$ cat src/rtl/eeeadv_defs.svh
`ifndef EEEADV_DEFS_SVH
`define EEEADV_DEFS_SVH

// Register offsets as printed; the APB byte address comes from EEEADV_BYTE_ADDR
`define EEEADV_LOCAL_ADV_ADDR   16'h8001
`define EEEADV_PARTNER_ADDR     16'h8002
`define EEEADV_ADDR_W           18
// Byte address of a register is four times its printed offset
`define EEEADV_BYTE_ADDR(idx)   {idx, 2'b00}

// Field positions, shared by both registers
`define EEEADV_BIT_FAST_TX      1
`define EEEADV_BIT_GIG_T        2
`define EEEADV_BIT_TENGIG_T     3
`define EEEADV_BIT_GIG_KX       4
`define EEEADV_BIT_TENGIG_KX4   5
`define EEEADV_BIT_TENGIG_KR    6

// Reset values
`define EEEADV_LOCAL_RST_OFF    16'h0000
`define EEEADV_LOCAL_RST_ON     16'h0006
`define EEEADV_PARTNER_RST      16'h0000

// Local register read mask: only the 100BASE-TX bit is ever seen
`define EEEADV_LOCAL_RD_MASK    16'h0002
// Partner register read mask: bits 6 to 1
`define EEEADV_PARTNER_RD_MASK  16'h007e

`endif

$ cat src/rtl/eeeadv_pkg.sv
package eeeadv_pkg;
  typedef enum logic [2:0] {
    EEEADV_IDLE   = 3'b001,
    EEEADV_ACCESS = 3'b010,
    EEEADV_DONE   = 3'b100
  } eeeadv_apb_state_t;

  typedef logic [15:0] eeeadv_reg_t;
endpackage

$ cat src/rtl/eeeadv_partner_capture.sv
`timescale 1ns/100ps
`include "eeeadv_defs.svh"

// Holds the partner's advertisement as received during autonegotiation.
module eeeadv_partner_capture
  import eeeadv_pkg::*;
(
  input  wire logic        pclk,
  input  wire logic        presetn,
  input  wire logic        page_valid,
  input  wire logic [15:0] page_data,
  output eeeadv_reg_t      partner_ff
);

  // Only defined ability bits are kept; reserved positions stay zero
  always_ff @(posedge pclk or negedge presetn) begin
    if (!presetn) begin
      partner_ff <= `EEEADV_PARTNER_RST;
    end else if (page_valid) begin
      partner_ff <= page_data & `EEEADV_PARTNER_RD_MASK;
    end
  end

endmodule

$ cat src/rtl/eeeadv_regs.sv
// Contract
// - Local advert resets 0x0000, or 0x0006 strapped
// - Local advert at 0x8001 drives advertised abilities
// - Bits 6 to 3 read-only, always zero
// - Bit 2 writable but always reads zero
// - Bit 1 writable, resets to strap
// - Partner ability at 0x8002 captures partner advertisement
// - Partner bit 1 reflects partner 100BASE-TX
// - Partner bits 6 to 2 report partner abilities
`timescale 1ns/100ps
`include "eeeadv_defs.svh"

module eeeadv_regs
  import eeeadv_pkg::*;
(
  input  wire logic                      pclk,
  input  wire logic                      presetn,
  input  wire logic                      psel,
  input  wire logic                      penable,
  input  wire logic                      pwrite,
  input  wire logic [`EEEADV_ADDR_W-1:0] paddr,
  input  wire logic [31:0]               pwdata,
  input  wire logic [3:0]                pstrb,
  output logic      [31:0]               prdata,
  output logic                           pready,
  output logic                           pslverr,
  input  wire logic                      strap_eee_en,
  input  wire logic                      partner_page_valid,
  input  wire logic [15:0]               partner_page_data,
  output logic      [15:0]               local_adv_out
);

  eeeadv_apb_state_t state_ff;
  eeeadv_apb_state_t nxt_state;
  eeeadv_reg_t       local_adv_ff;
  eeeadv_reg_t       partner_eee_ability;
  logic              strap_pending_ff;
  logic              hit_local;
  logic              hit_partner;
  logic              wr_fire;
  logic [31:0]       nxt_rdata;
  eeeadv_reg_t       local_view;

  assign hit_local   = (paddr == `EEEADV_BYTE_ADDR(`EEEADV_LOCAL_ADV_ADDR));
  assign hit_partner = (paddr == `EEEADV_BYTE_ADDR(`EEEADV_PARTNER_ADDR));
  // Commit only on the edge where the master sees pready high, never one edge early
  assign wr_fire     = (state_ff == EEEADV_DONE) && pready && psel && penable && pwrite;

  // One wait state: the access phase is answered on its second cycle
  always_comb begin
    nxt_state = state_ff;
    case (state_ff)
      EEEADV_IDLE: begin
        if (psel && !penable) begin
          nxt_state = EEEADV_ACCESS;
        end
      end
      EEEADV_ACCESS: begin
        if (psel && penable) begin
          nxt_state = EEEADV_DONE;
        end
      end
      EEEADV_DONE: begin
        nxt_state = EEEADV_IDLE;
      end
      default: begin
        nxt_state = EEEADV_IDLE;
      end
    endcase
  end

  always_ff @(posedge pclk or negedge presetn) begin
    if (!presetn) begin
      state_ff <= EEEADV_IDLE;
    end else begin
      state_ff <= nxt_state;
    end
  end

  // Strap is caught on the first clock after reset release, not inside the reset branch
  always_ff @(posedge pclk or negedge presetn) begin
    if (!presetn) begin
      strap_pending_ff <= 1'b1;
    end else begin
      strap_pending_ff <= 1'b0;
    end
  end

  // Local advertisement; only bits 2 and 1 are storage, the rest are never written
  always_ff @(posedge pclk or negedge presetn) begin
    if (!presetn) begin
      local_adv_ff <= `EEEADV_LOCAL_RST_OFF;
    end else if (strap_pending_ff) begin
      local_adv_ff <= strap_eee_en ? `EEEADV_LOCAL_RST_ON : `EEEADV_LOCAL_RST_OFF;
    end else if (wr_fire && hit_local && pstrb[0]) begin
      local_adv_ff[`EEEADV_BIT_FAST_TX] <= pwdata[`EEEADV_BIT_FAST_TX];
      local_adv_ff[`EEEADV_BIT_GIG_T]   <= pwdata[`EEEADV_BIT_GIG_T];
    end
  end

  // Bit 2 is held internally but masked out of every read
  assign local_view = local_adv_ff & `EEEADV_LOCAL_RD_MASK;

  eeeadv_partner_capture u_partner (
    .pclk       (pclk),
    .presetn    (presetn),
    .page_valid (partner_page_valid),
    .page_data  (partner_page_data),
    .partner_ff (partner_eee_ability)
  );

  always_comb begin
    nxt_rdata = 32'h0000_0000;
    if (hit_local) begin
      nxt_rdata = {16'h0000, local_view};
    end else if (hit_partner) begin
      nxt_rdata = {16'h0000, partner_eee_ability};
    end
  end

  always_ff @(posedge pclk or negedge presetn) begin
    if (!presetn) begin
      pready  <= 1'b0;
      pslverr <= 1'b0;
      prdata  <= 32'h0000_0000;
    end else begin
      pready  <= (state_ff == EEEADV_ACCESS) && psel && penable && !pready;
      pslverr <= (state_ff == EEEADV_ACCESS) && psel && penable && !pready &&
                 !(hit_local || (hit_partner && !pwrite));
      prdata  <= ((state_ff == EEEADV_ACCESS) && !pwrite) ? nxt_rdata : 32'h0000_0000;
    end
  end

  // Advertised abilities toward the autonegotiation page builder
  always_ff @(posedge pclk or negedge presetn) begin
    if (!presetn) begin
      local_adv_out <= `EEEADV_LOCAL_RST_OFF;
    end else begin
      local_adv_out <= local_view;
    end
  end

endmodule

$ cat config.mk
export PLATFORM = sky130hd
export DESIGN_NAME = eeeadv_regs
export DESIGN_NICKNAME = d
export VERILOG_FILES = /design/src/rtl/eeeadv_pkg.sv /design/src/rtl/eeeadv_partner_capture.sv /design/src/rtl/eeeadv_regs.sv
export VERILOG_INCLUDE_DIRS = /design/src /design/src/rtl
export SDC_FILE = /design/constraint.sdc
export NUM_CORES = 1
export LEC_CHECK = 0
export ABC_CLOCK_PERIOD_IN_PS = 1750
export BUFFER_PORTS_ARGS = -buffer_cell sky130_fd_sc_hd__clkbuf_2
export CORE_MARGIN = 5
export CORE_UTILIZATION = 34
export CTS_CLUSTER_SIZE = 28
export DETAILED_ROUTE_END_ITERATION = 12
export GPL_TIMING_DRIVEN = 0
export HOLD_SLACK_MARGIN = 0.08
export PLACE_DENSITY_LB_ADDON = 0.25
export SLEW_MARGIN = 40
export SYNTH_ARGS = -nofsm -noshare
export SYNTH_HDL_FRONTEND = slang
export SYNTH_SLANG_ARGS = --single-unit
$ cat constraint.sdc
create_clock -name pclk -period 1.75 [get_ports pclk]
set_clock_uncertainty 0.2 [all_clocks]
set_input_delay 0.175 -clock pclk [delete_from_list [all_inputs] [get_ports pclk]]
set_output_delay 0.175 -clock pclk [all_outputs]
set_load 0.1 [all_outputs]
==> results of run 1 <==
[worst max-delay path, stage by stage]
cell	delay, ns
clkbuf_2	0.09
nor4_2	0.37
nand4_4	0.18
dlygate4sd3_1	0.62
nor4_2	0.24
[per-layer routing]
metal,vias to the layer above,part of all wire
met4,0,0
met1,401,0.32
li1,476,-
met2,56,0.55
met5,-,0
met3,0,0.13
[area by class of cell]
type / instances / area, um^2 / share of cell area
inverter: 2 / 7.51 / 0.00414
buffer: 42 / 312 / 0.172
timing repair buffer: 57 / 373 / 0.206
sequential: 20 / 504 / 0.278
clock buffer: 4 / 36.3 / 0.0200
tap: 46 / 57.6 / 0.0317
multi-input combinational: 84 / 524 / 0.289
[cells by family (layout without fill, tap and decap cells)]
kind of cell           Yosys count  in the layout  share of synthesized area
flip-flops                      20             20                      0.432
buffers and inverters           44            105                      0.274
other                            1             42                    0.00322
AND/OR/NAND/NOR                 29             29                      0.192
AO/OA/AOI/OAI                    8              8                     0.0495
multiplexers                     5              5                     0.0484
[flip-flops by register name (all words and copies together) (netlist names)]
signal and cells:
pready 1, pslverr 1, u_partner.partner_ff 6, local_adv_ff 1
local_adv_out 1, prdata 6, state_ff 3, strap_pending_ff 1
[metrics by stage]
step            util  std cells  setup slack [ns]
4_1_cts        0.531        254            0.0221
2_1_floorplan      -        148            0.0347
5_1_grt        0.544        255         -0.000592
6_report       0.544        255            0.0760
3_3_place_gp   0.472        234            0.0453
3_5_place_dp   0.472        234           -0.0109
[worst paths after layout]
kind | from | to | cells past startpoint | slack [ns]
setup / recovery | paddr[1] | prdata[1] | 5 | 0.08
hold / removal | pwdata[1] | local_adv_ff[1] | 4 | 0.1
setup reg to reg | state_ff[1] | prdata[4] | 4 | 0.14
hold reg to reg | local_adv_ff[1] | local_adv_out[1] | 0 | 0.22
max in group asynchronous | presetn | state_ff[0] | 2 | 0.83
min in group asynchronous | presetn | u_partner.partner_ff[1] | 2 | 0.16
[what timing repair did]
| action | 4_1_cts | 5_1_grt |
|---|---|---|
| endpoints found under the setup margin | 0 | 6 |
| resized for setup | 0 | 6 |
| endpoints found under the hold margin | 38 | 1 |
| hold buffers | 16 | 1 |
[report_power, final]
part | leakage, nW | total [mW] | switching [mW] | internal (mW)
combinational | 0.729 | 0.610 | 0.471 | 0.139
clock | 0.0210 | 0.260 | 0.133 | 0.127
sequential | 0.251 | 0.501 | 0.0123 | 0.489
total | 1.00 | 1.37 | 0.616 | 0.755
[placed cells by master (no fill, tap or decap), types with 5 or more instances in the layout]
master	Yosys	final
dfrtp_1	18	17
conb_1	1	42
buf_4	41	41
dlygate4sd3_1	0	16
mux2_2	5	5
and2_1	5	5
clkbuf_2	0	40
==> impl_metrics.ini, run 1 <==
[global_route]
met3_usage = 0.0276
groute.usage.overall = 0.114
grt_pass1_wl_um = 3970
grt_antenna_before_repair = 0
overflow = 0
grt_pass1_vias = 944
grt_max_degree = 21
grt.busiest_layer = met2
use_met2 = 0.218
grtUsageMet1 = 0.122

[cts]
cts_tree = done
clock-sinks = 20
post_cts_buffers = 0
numCtsBuffers = 3
cts.path.max_buffers = 2
clkTransAtPathRegs_ns = 0.11
htree_levels = 1
cts_root_buf = clkbuf_4
insertion_delay_ns = 0.28

[timing]
setup_viol = 0
drv_slew = 0
finalHoldViolCount = 0
fin_setup_tns_ns = 0
post-route-period-util = 0.957
timing.fmax_ghz = 0.597
relSlewSlack = 0.634
worst_pin_slew_ns = 0.551
holdWs_ns = 0.0957
finalCriticalPeriod_ns = 1.67

[yosys]
ys_seq_area_frac = 0.432
yosysTopAreaCell = dfrtp_1
synth-edff-count = 0
ys_ff_latch = 20
netlist_instances = 107
yosys-top-cells-count = 41 x buf_4, 18 x dfrtp_1, 5 x and2_1, 5 x mux2_2
yosysMostFrequentCell = buf_4
ys_warn_count = 0
synth_area_um2 = 1160
synth.distinct_cells = 26
synth_top_flop_cell = dfrtp_1
synth_area_per_cell_um2 = 10.9
synthTopCellsByArea = dfrtp_1 39%, buf_4 26%, mux2_2 4.8%, dfstp_2 4.5%, nor4_2 3.2%
async_flop_share = 1.00
netlist.area_leader.share = 0.387

[routing]
drc = 0
drt_wl_total_um = 2660
ant_nets = 0
wl_per_cell_um = 10.4
drt_first_pass_iters = 4
first_iter_violations = 11
via_count = 933
via_per_inst = 3.66

[placement]
placed_area_um2 = 1580
port_buffers = 40
gp_congestion = 0.692
hpwlAfterDp_um = 2150

[flow_run]
maxCapViolCount = 0

[worst_setup_path]
worstSetupStartpointType = input pin
cp.required_ns = 1.76
crit_arrival_ns = 1.68
critPathMaxFanout = 5
worst_setup_path_end_kind = register
crit_type = in -> reg

[floorplan]
io_pins = 127
rows = 21
core_um2 = 3340
die_area_um2 = 4690
die_h_um = 68.5
die_w_um = 68.5
start_util = 0.349

[cells_and_area]
finalInstanceArea_um2 = 1810
layout-drive-gt1-share = 0.493
fillers = 316
diodes = 0
fin_nets = 287
area_growth_pct = 55.9

[power_and_ir_drop]
cellLeakagePower_nw = 1.00
totalPowerFinal_mw = 1.37
p_per_area_nw_per_um2 = 756
peakVddDrop_uv = 488

[worst_hold_path]
hold_path.class = in -> reg

[outcome]
outcome = finished clean
(Power assumes the default switching activity.)
==> run 2, diff against run 1 <==
GPL_TIMING_DRIVEN = 1   (was 0)
==> impl_metrics.ini, run 2 (same netlist as run 1, synthesis figures left out) <==
[worst_hold_path]
holdPathStages = 4
worstHoldStart = pwdata[1]
hold_end = local_adv_ff[1]
hold_path.class = in -> reg

[worst_setup_path]
r2r_setup_slack_ns = 0.12
worstSetupStartpointType = input pin
rr_endpoint = state_ff[2]
critPathMaxFanout = 3
worst_setup_path_end_kind = register
reg2regPathDepth = 4
reg2reg_from = state_ff[0]
crit_arrival_ns = 1.64
crit_type = in -> reg
cp.required_ns = 1.73

[power_and_ir_drop]
peakVddDrop_uv = 441
cellLeakagePower_nw = 0.786
p_per_area_nw_per_um2 = 845
totalPowerFinal_mw = 1.31

[outcome]
outcome = finished clean

[routing]
wl_per_cell_um = 10.6
ant_nets = 0
drt_first_pass_iters = 4
via_per_inst = 3.87
drc = 0
first_iter_violations = 8
via_count = 848
drt_wl_total_um = 2330

[global_route]
grt_pass1_vias = 892
grt_pass1_wl_um = 3530
grt_antenna_before_repair = 0
grt_max_degree = 21
overflow = 0
groute.usage.overall = 0.0999

[timing]
worst_pin_slew_ns = 0.551
finalCriticalPeriod_ns = 1.66
relSlewSlack = 0.634
setup_viol = 0
finalWorstSetupSlack_ns = 0.0916
timing.fmax_ghz = 0.603
rsz0062_at_grt = false
post-route-period-util = 0.948
finalHoldViolCount = 0
drv_slew = 0

[floorplan]
start_util = 0.349
die_h_um = 68.5
core_um2 = 3340
rows = 21
io_pins = 127
die_area_um2 = 4690
die_w_um = 68.5

[cts]
numCtsBuffers = 3
cts_tree = done
clock-sinks = 20
cts.path.max_buffers = 2
htree_levels = 1
cts_root_buf = clkbuf_4
insertion_delay_ns = 0.29
clkTransAtPathRegs_ns = 0.10

[placement]
port_buffers = 41
hpwlAfterDp_um = 1880
gp_congestion = 0.653
post-place-ws_ns = -0.0173

[cells_and_area]
mostFrequentLayoutCell = conb_1
mostFrequentLayoutCells = 42 x conb_1, 41 x clkbuf_2, 21 x dlygate4sd3_1
diodes = 0
post-route-util = 0.464
fillers = 330
area_growth_pct = 33.0
layout-drive-gt1-share = 0.376
fin_nets = 251
largestRegisters = prdata (6), u_partner.partner_ff (6), state_ff (3)

[flow_run]
maxCapViolCount = 0
-- run 2: final cells by class --
| cell class | count | area, um^2 | area share |
|---|---|---|---|
| clock buffers | 4 | 36.3 | 0.0234 |
| inverters | 2 | 7.51 | 0.00485 |
| multi-input cells | 84 | 519 | 0.335 |
| flip-flops and latches | 20 | 504 | 0.326 |
| well taps | 46 | 57.6 | 0.0372 |
| repair buffers | 63 | 423 | 0.273 |
-- run 2: stage by stage --
| step | hold WS [ns] | cells | setup TNS, ns | cell area [um^2] |
|---|---|---|---|---|
| finish | 0.110 | 219 | 0 | 1550 |
| global route | 0.103 | 219 | 0 | 1550 |
| CTS | 0.0928 | 218 | 0 | 1520 |
| detailed placement | -0.0338 | 193 | -0.0777 | 1270 |
| global placement | -0.0481 | 193 | 0 | 1270 |
| floorplan | -0.321 | 148 | 0 | 1320 |
-- run 2: routing by layer --
| layer | share of wire | wire length, um | vias to the layer above | track usage |
|---|---|---|---|---|
| met5 | 0 | 0 | - | 0 |
| met4 | 0 | 0 | 0 | 0.0397 |
| met3 | 0.16 | 367 | 0 | 0.0357 |
| met2 | 0.53 | 1220 | 52 | 0.186 |
| met1 | 0.32 | 733 | 393 | 0.0997 |
| li1 | - | - | 403 | - |
-- run 2: worst max path at each step --
| stage | from | endpoint | depth (start not counted) |
|---|---|---|---|
| 4_1_cts | paddr[3] | local_adv_ff[1] | 6 |
| 3_3_place_gp | paddr[4] | prdata[4] | 5 |
| 3_5_place_dp | paddr[4] | prdata[5] | 5 |
| 2_1_floorplan | pready | local_adv_ff[1] | 3 |
| 6_report | paddr[3] | local_adv_ff[1] | 6 |
| 5_1_grt | paddr[3] | local_adv_ff[1] | 6 |
-- run 2: power breakdown --
group	total, mW	switching (mW)	internal [mW]
Sequential	0.503	0.0137	0.489
Clock	0.255	0.128	0.127
Combinational	0.550	0.458	0.0923
-- run 2: repair_timing --
action,CTS,global route
setup endpoints to repair,0,8
buffers inserted,0,1
hold endpoints to repair,38,0
hold buffers,21,0
gates resized for setup,0,5
-- run 2: worst max-delay path: stages --
cell           delay (ns)
dlygate4sd3_1        0.54
clkbuf_2             0.12
nor2b_2              0.15
nand4_1              0.14
o31a_1               0.25
o31a_1               0.27
==> run 3, diff against run 2 <==
GPL_TIMING_DRIVEN = 0   (was 1)
PLACE_DENSITY = 0.84   (was unset)
PLACE_DENSITY_LB_ADDON = unset   (was 0.25)
==> impl_metrics.ini, run 3 (same netlist as run 1, synthesis figures left out) <==
[global_route]
use_met2 = 0.218
grt_max_degree = 21
grtUsageMet1 = 0.112
groute.usage.overall = 0.116
overflow = 0
grt.busiest_layer = met2
grt_pass1_wl_um = 3920
grt_antenna_before_repair = 0
met3_usage = 0.0259
grt_pass1_vias = 886

[cells_and_area]
diodes = 0
area_growth_pct = 55.8
layout-drive-gt1-share = 0.498
fillers = 297
mostFrequentLayoutCells = 42 x buf_4, 42 x conb_1, 40 x clkbuf_2
fin_nets = 287
largestRegisters = prdata (6), u_partner.partner_ff (6), state_ff (3)

[floorplan]
die_area_um2 = 4690
die_w_um = 68.5
start_util = 0.349
io_pins = 127
rows = 21
die_h_um = 68.5
core_um2 = 3340

[timing]
post-route-period-util = 0.954
finalCriticalPeriod_ns = 1.67
worst_pin_slew_ns = 0.549
finalHoldViolCount = 0
finalWorstSetupSlack_ns = 0.0809
fin_setup_tns_ns = 0
timing.fmax_ghz = 0.599
relSlewSlack = 0.636
setup_viol = 0
drv_slew = 0

[worst_setup_path]
crit_arrival_ns = 1.66
worst_setup_path_end_kind = register
critPathMaxStageDelay_ns = 0.57
worstSetupStartpointType = register
critPathMaxFanout = 3
path_cells = nor2b_2, nand2b_1, nor2_1, dlygate4sd3_1
crit_type = reg -> reg
cp.required_ns = 1.74
cp_slowest_cell = dfstp_2

[routing]
first_iter_violations = 13
wl_per_cell_um = 10.9
via_count = 941
drt_wl_total_um = 2770
drc = 0
via_per_inst = 3.69
ant_nets = 0
drt_first_pass_iters = 2

[cts]
clock-sinks = 20
insertion_delay_ns = 0.30
cts_tree = done
numCtsBuffers = 3
clkTransAtPathRegs_ns = 0.11
cts_root_buf = clkbuf_4
htree_levels = 1
cts.path.max_buffers = 2

[worst_hold_path]
hold_path.class = in -> reg

[flow_run]
maxCapViolCount = 0

[power_and_ir_drop]
p_per_area_nw_per_um2 = 820
cellLeakagePower_nw = 0.994
peakVddDrop_uv = 261

[placement]
hpwlAfterDp_um = 1980
post-place-ws_ns = 0.0352
gp_congestion = 0.741
port_buffers = 40

[outcome]
outcome = finished clean
run 3: changes by cell type in the layout (fill, tap and decap cells not counted), sizes merged:
| cell | change |
|---|---|
| dlygate4sd3 | -5 |
| clkbuf | -1 |
| bufinv | +1 |
| buf | +41 |
run 3: worst paths after layout:
kind                                 start                      end  slack [ns]  cells past startpoint
max in group asynchronous          presetn                   pready        0.82                      2
min in group asynchronous          presetn  u_partner.partner_ff[5]        0.17                      2
min reg2reg                local_adv_ff[1]         local_adv_out[1]        0.21                      0
min                               paddr[9]                  pslverr        0.11                      4
max reg2reg                    state_ff[0]              state_ff[2]        0.08                      4
max                            state_ff[0]              state_ff[2]        0.08                      4
run 3: per-stage QoR:
step	std cells	utilization	instance area, um^2	power (mW)	hold WS, ns
floorplan	148	-	1320	1.02	-0.321
global placement	234	0.472	1580	1.08	-0.0473
detailed placement	234	0.472	1580	1.08	-0.0452
CTS	254	0.536	1790	1.48	0.0915
global route	255	0.543	1810	1.53	0.112
finish	255	0.543	1810	1.49	0.106
run 3: routing by layer:
metal	share of wire	up-vias
met5	0	-
met4	0.034	0
met3	0.069	8
met2	0.59	39
met1	0.30	414
li1	-	480
run 3: where the power goes:
| group | total [mW] | switching [mW] | internal, mW | leakage (nW) |
|---|---|---|---|---|
| clock network | 0.373 | 0.142 | 0.231 | 0.0279 |
| logic | 0.611 | 0.471 | 0.140 | 0.715 |
| registers | 0.502 | 0.0128 | 0.489 | 0.251 |
| total | 1.49 | 0.625 | 0.861 | 0.994 |
run 3: final cells by class:
type	count	area [um^2]	share of cell area
inverter	2	7.51	0.00414
buffer	42	312	0.172
clock buffer	3	22.5	0.0124
timing repair buffer	57	368	0.203
tap	46	57.6	0.0317
multi-input combinational	84	512	0.282
sequential	20	504	0.278
clock inverter	1	30.0	0.0166
run 3: timing repair:
action | 4_1_cts | 5_1_grt
setup endpoints to repair | 0 | 3
hold endpoints to repair | 38 | 0
buffers inserted | 0 | 1
gates resized for setup | 0 | 4
hold buffers | 16 | 0
run 3: critical path, delay by kind of cell, from the launching register on:
kind                   cells  cell delay [ns]
buffers and inverters      1             0.56
flip-flops                 1             0.57
AND/OR/NAND/NOR            3             0.23
